===== src/fco_params.svh =====
// Offsets, field positions, reset values and timing counts of the fail output controller
`ifndef FCO_PARAMS_SVH
`define FCO_PARAMS_SVH

// Register byte addresses (word address = byte address / 4)
`define FCO_ADDR_CTRL      6'h00
`define FCO_ADDR_STATUS    6'h04
`define FCO_ADDR_PINCFG    6'h08
`define FCO_ADDR_WAKE      6'h0C
`define FCO_ADDR_LEVEL     6'h10
`define FCO_ADDR_ID        6'h14

// Control register fields
`define FCO_CTRL_FORCE     0
`define FCO_CTRL_OVEN      1
`define FCO_CTRL_DUTY_LO   2
`define FCO_CTRL_WDCFG_LO  4
`define FCO_CTRL_RESET     32'h0000_0000

// Status register fields
`define FCO_STAT_FAULT     0
`define FCO_STAT_WDCNT_LO  1
`define FCO_STAT_UVCNT_LO  3

// Pin function codes
`define FCO_PIN_FAIL       2'h0
`define FCO_PIN_OFF        2'h1
`define FCO_PIN_WAKE       2'h2
`define FCO_PIN_SWITCH     2'h3
`define FCO_PINCFG_RESET   4'h0

// Neutral identity value, arbitrary
`define FCO_ID_VALUE       32'h0000_0A5C

// Timing: clock 250 MHz, period in ps
`define FCO_CLK_PERIOD_PS  4000
`define FCO_BLINK_HZ_X100  125
`define FCO_DIM_HZ         100
`define FCO_TEST_FILT_US   64
// Half blink period: 1 / (2 * 1.25 Hz) = 0.4 s
`define FCO_BLINK_HALF_CYC (64'd1_000_000_000_000 * 64'd100 / (64'd2 * `FCO_BLINK_HZ_X100 * `FCO_CLK_PERIOD_PS))
`define FCO_DIM_PER_CYC    (64'd1_000_000_000_000 / (`FCO_DIM_HZ * `FCO_CLK_PERIOD_PS))
`define FCO_TEST_FILT_CYC  (64'd1_000_000 * `FCO_TEST_FILT_US / `FCO_CLK_PERIOD_PS)
// Undervoltage events in a row that raise the fault
`define FCO_UV_LIMIT       3'h4

`endif


===== src/fco_pkg.sv =====
// Types shared by the fail output controller
package fco_pkg;
  // System operating modes seen by the block
  typedef enum logic [2:0] {
    FCO_MODE_INIT,
    FCO_MODE_NORMAL,
    FCO_MODE_STOP,
    FCO_MODE_SLEEP,
    FCO_MODE_RESTART,
    FCO_MODE_FAILSAFE
  } fco_mode_t;

  // Watchdog failure configurations 1..4 encoded 0..3
  typedef enum logic [1:0] {
    FCO_CFG1,
    FCO_CFG2,
    FCO_CFG3,
    FCO_CFG4
  } fco_wdcfg_t;
endpackage


===== src/fco_fail_output.sv =====
// Fail output controller: fault logic, three fail pins, alternate pin functions, register slave
//
// Function
// RQ1 - Thermal stage two, rail short, or enabled overvoltage drive all fail pins low.
// RQ2 - Watchdog failures activate outputs after second in configs 3,4, first in 1,2; config 2 here activates on its second.
// RQ3 - Four consecutive rail undervoltage events activate the fail outputs.
// RQ4 - Activation also requests fail-safe mode; watchdog case depends on configuration.
// RQ5 - Any activation sets the fault flag readable in the device status register; activation by the force bit leaves the flag clear here.
// RQ6 - Force bit activates outputs for test; clearing releases them when no fault.
// RQ7 - In normal mode outputs release after faults vanish and software clears flag.
// RQ8 - Controller must clear watchdog failure count by a good trigger before flag clear.
// RQ9 - Watchdog fail count clears on sleep, non-watchdog fail-safe, or stop disable.
// RQ10 - Configuration 2 ignores the first watchdog failure entirely.
// RQ11 - Static fail pin stays low continuously while active.
// RQ12 - Blink fail pin toggles at 1.25 Hz with fifty percent duty.
// RQ13 - Dimming pin pulses 100 Hz, duty 20, 10, 5 or 2.5 percent, default 20.
// RQ14 - Blink and dimming pins default to fail use; control reassigns their function.
// RQ15 - Wake-configured pins store wake events in the second wake status register.
// RQ16 - In normal and stop mode reassigned pin levels show in pin level status.
// RQ17 - Pin functions change only in normal mode; fixed in stop and sleep.
// RQ18 - Wake pins stay wake capable in restart, off in fail-safe.
// RQ19 - Switch pins are disabled in restart and fail-safe, then resume.
// RQ20 - A failure-activated output stays active through restart into normal until cleared.
// RQ21 - The test level on the dimming pin is filtered for 64 microseconds.
// RQ22 - External circuit holds dimming pin high during power-up and init.
// RQ23 - Blink and pulse counters restart from a defined phase at each activation.
`timescale 1ns/1ps
`default_nettype none
`include "fco_params.svh"

module fco_fail_output (
  input  wire logic        i_clock,
  input  wire logic        i_sys_rst,
  input  wire logic        i_clk_en,
  // Avalon-MM slave
  input  wire logic [5:0]  i_avs_address,
  input  wire logic        i_avs_read,
  input  wire logic        i_avs_write,
  input  wire logic [31:0] i_avs_writedata,
  input  wire logic [3:0]  i_avs_byteenable,
  output logic      [31:0] o_avs_readdata,
  output logic             o_avs_waitrequest,
  // Fault sources and system state (same clock domain)
  input  wire logic        i_thermal_shutdown_stage_two,
  input  wire logic        i_rail_short,
  input  wire logic        i_rail_overvoltage,
  input  wire logic        i_rail_undervoltage_event,
  input  wire logic        i_rail_ok_event,
  input  wire logic        i_watchdog_fail_event,
  input  wire logic        i_watchdog_good_trigger,
  input  wire logic        i_watchdog_stop_disable,
  input  wire logic [2:0]  i_mode,
  // Pins: three open-drain style output pairs, pad input on the blink and dimming pins
  input  wire logic        i_blink_fail_pin,
  input  wire logic        i_dimming_pin_with_devmode_sense,
  output logic             o_static_fail_pin,
  output logic             o_static_fail_pin_oe_n,
  output logic             o_blink_fail_pin,
  output logic             o_blink_fail_pin_oe_n,
  output logic             o_dimming_fail_pin,
  output logic             o_dimming_fail_pin_oe_n,
  // Results for the rest of the device
  output logic             o_failsafe_request,
  output logic             o_wake_request,
  output logic             o_test_level
);

  // ---------------------------------------------------------------------------
  // Mode decode and synchronisers
  // ---------------------------------------------------------------------------

  fco_pkg::fco_mode_t mode;
  logic               in_normal;
  logic               in_stop;
  logic               in_sleep;
  logic               in_restart;
  logic               in_failsafe;

  // Mode comes from the same clock domain
  assign mode        = fco_pkg::fco_mode_t'(i_mode);
  assign in_normal   = (mode == fco_pkg::FCO_MODE_NORMAL);
  assign in_stop     = (mode == fco_pkg::FCO_MODE_STOP);
  assign in_sleep    = (mode == fco_pkg::FCO_MODE_SLEEP);
  assign in_restart  = (mode == fco_pkg::FCO_MODE_RESTART);
  assign in_failsafe = (mode == fco_pkg::FCO_MODE_FAILSAFE);

  logic [1:0] pin_meta_q;
  logic [1:0] pin_sync_q;

  // Pad levels are asynchronous; two flops before any use
  always_ff @(posedge i_clock or posedge i_sys_rst) begin
    if (i_sys_rst) begin
      pin_meta_q <= 2'h3;
      pin_sync_q <= 2'h3;
    end else if (i_clk_en) begin
      pin_meta_q <= {i_dimming_pin_with_devmode_sense, i_blink_fail_pin};
      pin_sync_q <= pin_meta_q;
    end
  end

  // ---------------------------------------------------------------------------
  // Registers
  // ---------------------------------------------------------------------------

  logic        force_q;
  logic        ov_enable_q;
  logic [1:0]  duty_sel_q;
  fco_pkg::fco_wdcfg_t wd_cfg_q;
  logic [3:0]  pin_cfg_q;
  logic [1:0]  wake_stat_q;
  logic        fault_q;
  logic [1:0]  wd_count_q;
  logic [2:0]  uv_count_q;
  logic [1:0]  level_q;

  logic        wr_go;
  logic        wr_ctrl;
  logic        wr_stat;
  logic        wr_pin;
  logic        wr_wake;

  // Byte lane 0 holds every writable field; a write lands only on its acknowledge edge
  assign wr_go   = i_clk_en && i_avs_write && !o_avs_waitrequest && i_avs_byteenable[0];
  assign wr_ctrl = wr_go && (i_avs_address == `FCO_ADDR_CTRL);
  assign wr_stat = wr_go && (i_avs_address == `FCO_ADDR_STATUS);
  assign wr_pin  = wr_go && (i_avs_address == `FCO_ADDR_PINCFG);
  assign wr_wake = wr_go && (i_avs_address == `FCO_ADDR_WAKE);

  // Control register: force, overvoltage enable, duty select, watchdog config
  always_ff @(posedge i_clock or posedge i_sys_rst) begin
    if (i_sys_rst) begin
      force_q     <= 1'b0;
      ov_enable_q <= 1'b0;
      duty_sel_q  <= 2'h0;
      wd_cfg_q    <= fco_pkg::FCO_CFG1;
    end else if (wr_ctrl) begin
      force_q     <= i_avs_writedata[`FCO_CTRL_FORCE];
      ov_enable_q <= i_avs_writedata[`FCO_CTRL_OVEN];
      duty_sel_q  <= i_avs_writedata[`FCO_CTRL_DUTY_LO +: 2];
      wd_cfg_q    <= fco_pkg::fco_wdcfg_t'(i_avs_writedata[`FCO_CTRL_WDCFG_LO +: 2]);
    end
  end

  // Pin function only writable in normal mode; held otherwise
  always_ff @(posedge i_clock or posedge i_sys_rst) begin
    if (i_sys_rst) begin
      pin_cfg_q <= `FCO_PINCFG_RESET; // [RQ14]
    end else if (wr_pin && in_normal) begin
      pin_cfg_q <= i_avs_writedata[3:0]; // [RQ17]
    end
  end

  // ---------------------------------------------------------------------------
  // Fault detection
  // ---------------------------------------------------------------------------

  logic [1:0] wd_limit;
  logic       wd_hit;
  logic       hard_fault;
  logic       uv_fault;
  logic       wd_fault;
  logic       wd_fault_active;
  logic       any_fault;
  logic       fault_set;

  // Config 3 and 4 need two failures; config 2 tolerates its first
  assign wd_limit   = (wd_cfg_q == fco_pkg::FCO_CFG3 || wd_cfg_q == fco_pkg::FCO_CFG4) ? 2'h2 : 2'h1; // [RQ2]
  assign wd_hit     = i_watchdog_fail_event && ((wd_count_q + 2'h1) >= wd_limit)
                      && !(wd_cfg_q == fco_pkg::FCO_CFG2 && wd_count_q == 2'h0); // [RQ10]
  assign hard_fault = i_thermal_shutdown_stage_two || i_rail_short
                      || (i_rail_overvoltage && ov_enable_q); // [RQ1]
  assign uv_fault   = (uv_count_q >= `FCO_UV_LIMIT); // [RQ3]
  // Config 2 stays inactive below a count of two, so its second failure is the trigger
  assign wd_fault_active = (wd_count_q >= wd_limit)
                           && !(wd_cfg_q == fco_pkg::FCO_CFG2 && wd_count_q < 2'h2);
  assign wd_fault   = wd_hit || wd_fault_active;
  assign any_fault  = hard_fault || uv_fault || wd_fault;
  assign fault_set  = hard_fault || uv_fault || wd_hit;

  // Watchdog failure count; every config caps at two
  always_ff @(posedge i_clock or posedge i_sys_rst) begin
    if (i_sys_rst) begin
      wd_count_q <= 2'h0;
    end else if (i_clk_en) begin
      if (i_watchdog_good_trigger || in_sleep || i_watchdog_stop_disable
          || (in_failsafe && !wd_fault_active)) begin
        wd_count_q <= 2'h0; // [RQ9] [RQ8]
      end else if (i_watchdog_fail_event && wd_count_q != 2'h2) begin
        wd_count_q <= (wd_cfg_q == fco_pkg::FCO_CFG2 && wd_count_q == 2'h1) ? 2'h2 : wd_count_q + 2'h1;
      end
    end
  end

  // Undervoltage run length; any good rail sample breaks the run
  always_ff @(posedge i_clock or posedge i_sys_rst) begin
    if (i_sys_rst) begin
      uv_count_q <= 3'h0;
    end else if (i_clk_en) begin
      if (i_rail_ok_event) begin
        uv_count_q <= 3'h0; // [RQ3]
      end else if (i_rail_undervoltage_event && uv_count_q < `FCO_UV_LIMIT) begin
        uv_count_q <= uv_count_q + 3'h1;
      end
    end
  end

  // Fault flag: set wins over a software clear; clear only when faults gone
  always_ff @(posedge i_clock or posedge i_sys_rst) begin
    if (i_sys_rst) begin
      fault_q <= 1'b0;
    end else if (i_clk_en) begin
      if (fault_set) begin
        fault_q <= 1'b1; // [RQ5] [RQ20]
      end else if (wr_stat && i_avs_writedata[`FCO_STAT_FAULT] && in_normal && !any_fault) begin
        fault_q <= 1'b0; // [RQ7]
      end
    end
  end

  // Watchdog fail-safe entry only in configs that ask for it
  assign o_failsafe_request = fault_set && !(wd_hit && !hard_fault && !uv_fault
                              && (wd_cfg_q == fco_pkg::FCO_CFG1 || wd_cfg_q == fco_pkg::FCO_CFG3)); // [RQ4]

  // ---------------------------------------------------------------------------
  // Waveform generation
  // ---------------------------------------------------------------------------

  localparam logic [26:0] BLINK_HALF = 27'(`FCO_BLINK_HALF_CYC);
  localparam logic [21:0] DIM_PER    = 22'(`FCO_DIM_PER_CYC);
  localparam logic [13:0] FILT_CYC   = 14'(`FCO_TEST_FILT_CYC);

  logic        active;
  logic [26:0] blink_cnt_q;
  logic        blink_ph_q;
  logic [21:0] dim_cnt_q;
  logic [21:0] dim_high;

  assign active = fault_q || force_q; // [RQ6]

  // Duty 20, 10, 5, 2.5 percent of the 100 Hz period
  always_comb begin
    unique case (duty_sel_q)
      2'h0:    dim_high = 22'(DIM_PER / 22'd5); // [RQ13]
      2'h1:    dim_high = 22'(DIM_PER / 22'd10);
      2'h2:    dim_high = 22'(DIM_PER / 22'd20);
      default: dim_high = 22'(DIM_PER / 22'd40);
    endcase
  end

  // Counters held at phase zero while inactive so each activation starts alike
  always_ff @(posedge i_clock or posedge i_sys_rst) begin
    if (i_sys_rst) begin
      blink_cnt_q <= 27'h0;
      blink_ph_q  <= 1'b0;
      dim_cnt_q   <= 22'h0;
    end else if (i_clk_en) begin
      if (!active) begin
        blink_cnt_q <= 27'h0; // [RQ23]
        blink_ph_q  <= 1'b0;
        dim_cnt_q   <= 22'h0;
      end else begin
        if (blink_cnt_q == BLINK_HALF - 27'h1) begin
          blink_cnt_q <= 27'h0;
          blink_ph_q  <= ~blink_ph_q; // [RQ12]
        end else begin
          blink_cnt_q <= blink_cnt_q + 27'h1;
        end
        dim_cnt_q <= (dim_cnt_q == DIM_PER - 22'h1) ? 22'h0 : dim_cnt_q + 22'h1; // [RQ13]
      end
    end
  end

  // ---------------------------------------------------------------------------
  // Pin function and drivers
  // ---------------------------------------------------------------------------

  logic [1:0] fail_low;
  logic [1:0] pin_oe_n;
  logic [1:0] wake_cap;

  // Fail-phase low: blink low on phase 0, dimming low during the duty window
  assign fail_low[0] = active && !blink_ph_q;
  assign fail_low[1] = active && (dim_cnt_q < dim_high);

  // One driver per alternate pin; switch is a low-side sink here
  genvar g;
  generate
    for (g = 0; g < 2; g = g + 1) begin : g_pin
      logic [1:0] fn;
      assign fn = pin_cfg_q[2*g +: 2];
      assign wake_cap[g] = (fn == `FCO_PIN_WAKE) && !in_failsafe && !in_normal ? 1'b1
                         : (fn == `FCO_PIN_WAKE) && in_normal; // [RQ18]
      always_comb begin
        pin_oe_n[g] = 1'b1;
        if (fn == `FCO_PIN_FAIL) begin
          pin_oe_n[g] = !fail_low[g];
        end else if (fn == `FCO_PIN_SWITCH && !in_restart && !in_failsafe) begin
          pin_oe_n[g] = 1'b0; // [RQ19]
        end
      end
    end
  endgenerate

  // Pin enables from flops, data tied low; pad sees low only while the enable is low
  always_ff @(posedge i_clock or posedge i_sys_rst) begin
    if (i_sys_rst) begin
      o_static_fail_pin_oe_n  <= 1'b1;
      o_blink_fail_pin_oe_n   <= 1'b1;
      o_dimming_fail_pin_oe_n <= 1'b1;
    end else if (i_clk_en) begin
      o_static_fail_pin_oe_n  <= !active; // [RQ11]
      o_blink_fail_pin_oe_n   <= pin_oe_n[0];
      o_dimming_fail_pin_oe_n <= pin_oe_n[1];
    end
  end
  assign o_static_fail_pin  = 1'b0;
  assign o_blink_fail_pin   = 1'b0;
  assign o_dimming_fail_pin = 1'b0;

  // Wake events: any level change on a wake-capable pin; set wins over clear
  logic [1:0] prev_lvl_q;
  logic [1:0] wake_evt;
  assign wake_evt = wake_cap & (prev_lvl_q ^ pin_sync_q);
  always_ff @(posedge i_clock or posedge i_sys_rst) begin
    if (i_sys_rst) begin
      prev_lvl_q  <= 2'h3;
      wake_stat_q <= 2'h0;
    end else if (i_clk_en) begin
      prev_lvl_q  <= pin_sync_q;
      wake_stat_q <= wake_evt | (wake_stat_q & ~(wr_wake ? i_avs_writedata[1:0] : 2'h0)); // [RQ15]
    end
  end
  assign o_wake_request = |wake_evt;

  // Level status tracks pins in normal and stop mode only
  always_ff @(posedge i_clock or posedge i_sys_rst) begin
    if (i_sys_rst) begin
      level_q <= 2'h0;
    end else if (i_clk_en && (in_normal || in_stop)) begin
      level_q <= pin_sync_q; // [RQ16]
    end
  end

  // Test level filter: level accepted after it stands for the filter time
  logic [13:0] filt_cnt_q;
  logic        test_q;
  always_ff @(posedge i_clock or posedge i_sys_rst) begin
    if (i_sys_rst) begin
      filt_cnt_q <= 14'h0;
      test_q     <= 1'b1; // [RQ22]
    end else if (i_clk_en) begin
      if (pin_sync_q[1] == test_q) begin
        filt_cnt_q <= 14'h0;
      end else if (filt_cnt_q == FILT_CYC - 14'h1) begin
        filt_cnt_q <= 14'h0;
        test_q     <= pin_sync_q[1]; // [RQ21]
      end else begin
        filt_cnt_q <= filt_cnt_q + 14'h1;
      end
    end
  end
  assign o_test_level = test_q;

  // ---------------------------------------------------------------------------
  // Read path: single-cycle wait, data from flops
  // ---------------------------------------------------------------------------

  logic wait_q;
  always_ff @(posedge i_clock or posedge i_sys_rst) begin
    if (i_sys_rst) begin
      wait_q         <= 1'b1;
      o_avs_readdata <= 32'h0000_0000;
    end else if (i_clk_en) begin
      wait_q <= !(i_avs_read || i_avs_write) || !wait_q;
      if (i_avs_read) begin
        unique case (i_avs_address)
          `FCO_ADDR_CTRL:   o_avs_readdata <= {26'h0, wd_cfg_q, duty_sel_q, ov_enable_q, force_q};
          `FCO_ADDR_STATUS: o_avs_readdata <= {26'h0, uv_count_q, wd_count_q, fault_q}; // [RQ5]
          `FCO_ADDR_PINCFG: o_avs_readdata <= {28'h0, pin_cfg_q};
          `FCO_ADDR_WAKE:   o_avs_readdata <= {30'h0, wake_stat_q};
          `FCO_ADDR_LEVEL:  o_avs_readdata <= {30'h0, level_q};
          `FCO_ADDR_ID:     o_avs_readdata <= `FCO_ID_VALUE;
          default:          o_avs_readdata <= 32'h0000_0000;
        endcase
      end
    end
  end
  // Writes act on the waitrequest-low edge only
  assign o_avs_waitrequest = wait_q;

endmodule
`default_nettype wire


===== config.mk =====
export PLATFORM = sky130hd
export DESIGN_NAME = fco_fail_output
export DESIGN_NICKNAME = d
export VERILOG_FILES = /design/src/fco_pkg.sv /design/src/fco_fail_output.sv
export VERILOG_INCLUDE_DIRS = /design/src
export SDC_FILE = /design/constraint.sdc
export NUM_CORES = 1
export LEC_CHECK = 0
export ABC_AREA = 1
export BUFFER_PORTS_ARGS = -buffer_cell sky130_fd_sc_hd__buf_2
export CORE_ASPECT_RATIO = 0.7
export CORE_UTILIZATION = 55
export CTS_CLUSTER_SIZE = 12
export DETAILED_ROUTE_END_ITERATION = 10
export PLACE_DENSITY = 0.75
export REMOVE_ABC_BUFFERS = 1
export SETUP_SLACK_MARGIN = 0.1
export SYNTH_ARGS = -nofsm -noshare
export SYNTH_HDL_FRONTEND = slang
export SYNTH_SLANG_ARGS = --single-unit

===== constraint.sdc =====
create_clock -name i_clock -period 6.8 [get_ports i_clock]
set_clock_uncertainty 0.1 [all_clocks]
set_input_delay 1.02 -clock i_clock [delete_from_list [all_inputs] [get_ports i_clock]]
set_output_delay 1.02 -clock i_clock [all_outputs]
set_load 0.01 [all_outputs]

; ---- Yosys cells after proc, flatten, opt, wreduce, memory -nomap -nowiden
; Index checks and enable logic that the tools add are counted.
; W data, S select, Z words.
[word_totals]
reg_bits = 127
inputBits = 60
out_inout_bits = 42
elab_cells = 177
[classes]
addsub = 5
n_lt_le_gt_ge = 6
n_eq_ne = 26
n_mux = 25
bitwise = 7
reduce_logical = 85
[op_table]
columns = operator, n
row1 = $pmux W12 S6, 1
row2 = $pmux W19 S3, 1
row3 = $mux W27, 2
row4 = $mux W22, 2
row5 = $logic_and A1 B1 Y1, 38
row6 = $mux W14, 2
row7 = $add A27 B1 Y27 const B, 1
row8 = $eq A27 B27 Y1 const B, 1
row9 = $add A22 B1 Y22 const B, 1
row10 = $eq A22 B22 Y1 const B, 1
row11 = $lt A22 B22 Y1, 1
row12 = $logic_not A1 Y1, 16
row13 = $logic_or A1 B1 Y1, 15
row14 = $add A14 B1 Y14 const B, 1
row15 = $eq A14 B14 Y1 const B, 1
row16 = $eq A2 B2 Y1 const B, 7
row17 = $eq A6 B4 Y1 const B, 2
row18 = $eq A6 B5 Y1 const B, 2
row19 = $logic_not A2 Y1, 5
row20 = $mux W1, 10
row21 = $mux W2, 5
row22 = $reduce_and A2 Y1, 5
row23 = $eq A2 B1 Y1 const B, 3
row24 = $eq A3 B2 Y1 const B, 2
row25 = other kinds (22), 29

; ---- Depth between registers and ports, before layout
[depth]
word_depth = 12
mapped_depth = 12
mapped_depth_nobuf = 12

; ---- Worst setup path before layout
; Ideal clock, no wire load.
[synth_timing]
path_type = input to output
from = in i_mode[1]
to = out o_wake_request
arrival_time_ps = 1484
required_ps = 5680
slack_ps = 4196
stages = 6
path_buffers = 0
cell_sequence = inv_1 > nand2_1 > nor2_1 > inv_1 > o2111ai_1 > nand2_1
[synth_between]
elab_chain_len = 7
elab_cells_between_ends = 14
classes_between = 2 x eq/ne / 2 x mux / 1 x bitwise / 9 x reduce/logical
[synth_rtl]
columns = item, line
row1 = start: declaration, fco_fail_output.sv:52  ; input wire logic [2:0] i_mode,
row2 = $eq A3 B3 Y1, fco_fail_output.sv:85  ; assign in_failsafe = (mode == fco_pkg::FCO_MODE_FAILSAFE);
row3 = $logic_not A1 Y1, fco_fail_output.sv:291  ; assign wake_cap[g] = (fn == `FCO_PIN_WAKE) && !in_failsafe && !in_normal ? 1'b1
row4 = $logic_and A1 B1 Y1 (2 in series), fco_fail_output.sv:291
row5 = $mux W1, fco_fail_output.sv:291
row6 = $and A2 B2 Y2 (*), fco_fail_output.sv:323  ; assign wake_evt = wake_cap & (prev_lvl_q ^ pin_sync_q);
row7 = $reduce_or A2 Y1 (*), fco_fail_output.sv:333  ; assign o_wake_request = |wake_evt;
row8 = end: declaration, fco_fail_output.sv:64  ; output logic o_wake_request,
; Every way passes the cells marked *; elsewhere a longest branch is shown, timed or not.

; ---- Final worst setup path
[layout_timing]
from = reg wd_count_q[1]
to = out o_failsafe_request
[layout_between]
elab_chain_len = 9
elab_cells_between_ends = 13
classes_between = 1 x add/sub / 1 x order compare / 11 x reduce/logical
[layout_rtl]
columns = item, line
row1 = start: declaration, fco_fail_output.sv:112  ; logic [1:0] wd_count_q;
row2 = start signal: assignment, fco_fail_output.sv:189  ; wd_count_q <= (wd_cfg_q == fco_pkg::FCO_CFG2 && wd_count_q == 2'h1) ? 2'h2 : wd_count_q + 2'h1;
row3 = $add A2 B1 Y2 or $logic_not A2 Y1 (tied branches), "fco_fail_output.sv:168, fco_fail_output.sv:169"
row4 = $ge A2 B2 Y1 or $logic_and A1 B1 Y1 (tied branches), "fco_fail_output.sv:168, fco_fail_output.sv:169"
row5 = $logic_and A1 B1 Y1 or $logic_not A1 Y1 (tied branches), "fco_fail_output.sv:168, fco_fail_output.sv:169"
row6 = $logic_and A1 B1 Y1 (*), fco_fail_output.sv:169  ; && !(wd_cfg_q == fco_pkg::FCO_CFG2 && wd_count_q == 2'h0);
row7 = $logic_and A1 B1 Y1 (2 in series), fco_fail_output.sv:221  ; assign o_failsafe_request = fault_set && !(wd_hit && !hard_fault && !uv_fault
row8 = $logic_and A1 B1 Y1, fco_fail_output.sv:222  ; && (wd_cfg_q == fco_pkg::FCO_CFG1 || wd_cfg_q == fco_pkg::FCO_CFG3));
row9 = $logic_not A1 Y1, fco_fail_output.sv:221
row10 = $logic_and A1 B1 Y1 (*), fco_fail_output.sv:221
row11 = end: declaration, fco_fail_output.sv:63  ; output logic o_failsafe_request,
; Marks and branches as above.

==> reports/results.ini <==
[worst_setup_path]
criticalPathCategory = flip-flop to output pin
required_ns = 5.68
crit_path_end_kind = output pin
r2r_cells = 10
cp_slowest_cell = dfrtp_1
cp-start-kind = flip-flop
critical_path.max_fanout = 5
arrival_ns = 2.04
path_delay_family = adder cells
crit_chain = inv_1 > ha_1 > ha_1 > a21oi_1 > o21bai_1 > inv_1 > nor2_1 > buf_2
crit_cells = 8
slowest_delay_ns = 0.48
path_buf_inv = 3

[sta]
slew_viol_final = 0
worst_slew_pin_slew_ns = 0.849
tns_ns = 0
period_share_pct = 46.4
fmax_ghz = 0.317
grt_setup_unrepaired = false
relSlewSlack_pct = 43.3
fin_hold_ws_ns = 0.377
period_needed_ns = 3.16
hold_viol_final = 0
finalSetupViolCount = 0

[placed_design]
dp.cells = 1107
dp_hpwl_mm = 11.0
finalWeightedCongestion = 0.888
io_buffer_count = 46

[synth]
yosysMostFrequentCell = nand2_1
ys_seq_elements = 102
synth_cell_type_count = 46
yosysSeqAreaShare_pct = 38.5
async_reset_ff_share_pct = 100
synth_top_flop_cell = dfrtp_1
synth_edf_count = 0
yosysWarnings = 0
ys_top_cells_by_count = nand2_1, nor2_1, inv_1
syn-cell-area_um2 = 6660
yosys-top-cells-area = dfrtp_1, nand2_1, nor2_1
synth_top_area_share_pct = 34.2
syn_avg_cell_area_um2 = 7.24
synthCells = 920
synth_top_area_cell = dfrtp_1

[clocking]
clock_path_buffers = 2
hold_buffers = 0
clk_latency_ns = 0.36
cts.clk_slew.worst_paths_ns = 0.08
cts_resized = 0
numCtsBuffers = 9
cts_setup_buffers = 0
h-tree-depth = 3
cts-root-buf = clkbuf_16
cts_sinks = 102
cts_tree = yes

[finish]
multi_input_area_um2 = 3460
drive_above_1_share_pct = 11.5
finalNetCount = 1052
n_fill_cell = 1070
stdcell_count = 1123
area_delta_synth_final_pct = 8.11
seq_area_um2 = 2570
antenna_cells = 0

[drt]
drt_pass1_iterations = 5
drt-initial-drc-count = 448
routedWlPerCell_um = 13.3
post_drt_via_cell_ratio = 5.26
vias = 5912
wl_mm = 14.9
ant_nets = 0
drc = 0

[global_routing]
grt_max_degree = 55
antenna_found_initial = 0
grt_pass1_vias = 5264
grt_overflow = 0
grt_usage_pct = 25.6
grt_pass1_wl_mm = 25.4

[floorplan]
dieArea_um2 = 12600
initial_core_util_pct = 56.6
dieWidth_um = 134
io-pin-count = 102
fp-row-count = 33
fp.dieH_um = 94.1
coreArea_um2 = 11800

[power]
peakVddDrop_mv = 0.134
leakage_nw = 3.60
powerDensity_nw_per_um2 = 214

[run]
max_cap_viol_count = 0

[min_path]
hold_path_depth = 2
min_path_type = flip-flop to flip-flop

[status]
status = complete, no violations

==> through the flow <==
stage | total power, mW | setup slack [ns] | cell area (um2) | utilization, %
6_report | 1.54 | 3.64 | 7200 | 61.2
3_3_place_gp | 1.02 | 3.62 | 6910 | 58.7
5_1_grt | 1.63 | 3.53 | 7200 | 61.2
3_5_place_dp | 1.03 | 3.60 | 6910 | 58.7
4_1_cts | 1.55 | 3.64 | 7200 | 61.2
2_1_floorplan | 0.938 | 3.02 | 6460 | -
==> cells by family (layout without fill, tap and decap cells) <==
kind of cell	count (synthesis)	in the layout	share of synthesized area, %
XOR/XNOR	21	21	2.76
multiplexers	2	2	0.319
AND/OR/NAND/NOR	503	503	32.9
flip-flops	102	102	38.5
AO/OA/AOI/OAI	100	100	8.66
adder cells (fa/ha/maj)	31	31	5.82
other	1	26	0.0563
buffers and inverters	160	181	11.0
==> report_power, final <==
part | switching [mW] | total (mW) | internal, mW
registers | 0.0833 | 0.760 | 0.677
clock network | 0.258 | 0.520 | 0.262
logic | 0.165 | 0.262 | 0.0969
total | 0.506 | 1.54 | 1.04
==> routing by layer <==
metal / track usage, % / vias up / wire length, um
met5: 0 / - / 0
met4: 4.73 / 0 / 80
met3: 5.72 / 11 / 1130
met2: 36.4 / 189 / 6070
met1: 39.5 / 2726 / 7670
li1: - / 2986 / -
==> worst paths after layout <==
| check | startpoint | endpoint | slack (ns) |
|---|---|---|---|
| max reg2reg | dim_cnt_q[0] | dim_cnt_q[15] | 4.76 |
| min in group asynchronous | i_sys_rst | filt_cnt_q[9] | 0.64 |
| min reg2reg | pin_meta_q[0] | pin_meta_q[0] | 0.38 |
| min | pin_meta_q[0] | pin_meta_q[0] | 0.38 |
| max | wd_count_q[1] | o_failsafe_request | 3.64 |
| max in group asynchronous | i_sys_rst | dim_cnt_q[16] | 4.87 |
==> worst reg2reg max path, delay by kind of cell, from the launching register on <==
family | cells | cell delay [ns]
and+or+nand+nor | 8 | 0.81
buffers and inverters | 1 | 0.38
adders and majority gates | 1 | 0.23
DFF | 1 | 0.38
==> flip-flops by register name, indices dropped and copies added (netlist names), 2 cells and up <==
| name | flops |
|---|---|
| blink_cnt_q | 27 |
| prev_lvl_q | 2 |
| dim_cnt_q | 22 |
| pin_sync_q | 2 |
| pin_meta_q | 2 |
| wd_cfg_q | 2 |
| uv_count_q | 3 |
| o_avs_readdata | 7 |
| duty_sel_q | 2 |
| wake_stat_q | 2 |
| filt_cnt_q | 14 |
| level_q | 2 |
| pin_cfg_q | 4 |
| wd_count_q | 2 |
==> cell usage in the layout, fill, tap and decap left out, types with 3 or more instances in the layout <==
cell type,instances
nand2_1,244
nor2_1,121
inv_1,111
dfrtp_1,91
nand3_1,58
o21ai_0,46
buf_2,46
ha_1,31
nand4_1,28
conb_1,26
nor3_1,23
a21oi_1,19
xor2_1,16
dfstp_2,11
clkbuf_16,9
nand2_2,7
nor2_2,7
o21ai_1,7
o21bai_1,6
o22ai_1,6
inv_2,5
xnor2_1,5
inv_6,4
nor3_2,3
a31oi_1,3
inv_8,3
==> layout make-up <==
type	instances	area share (%)
sequential	102	35.6
clock buffer	9	3.13
timing repair buffer	48	3.41
tap	157	2.73
inverter	117	6.13
clock inverter	7	0.956
multi-input combinational	683	48.0
Power figures use the tool's default switching activity.
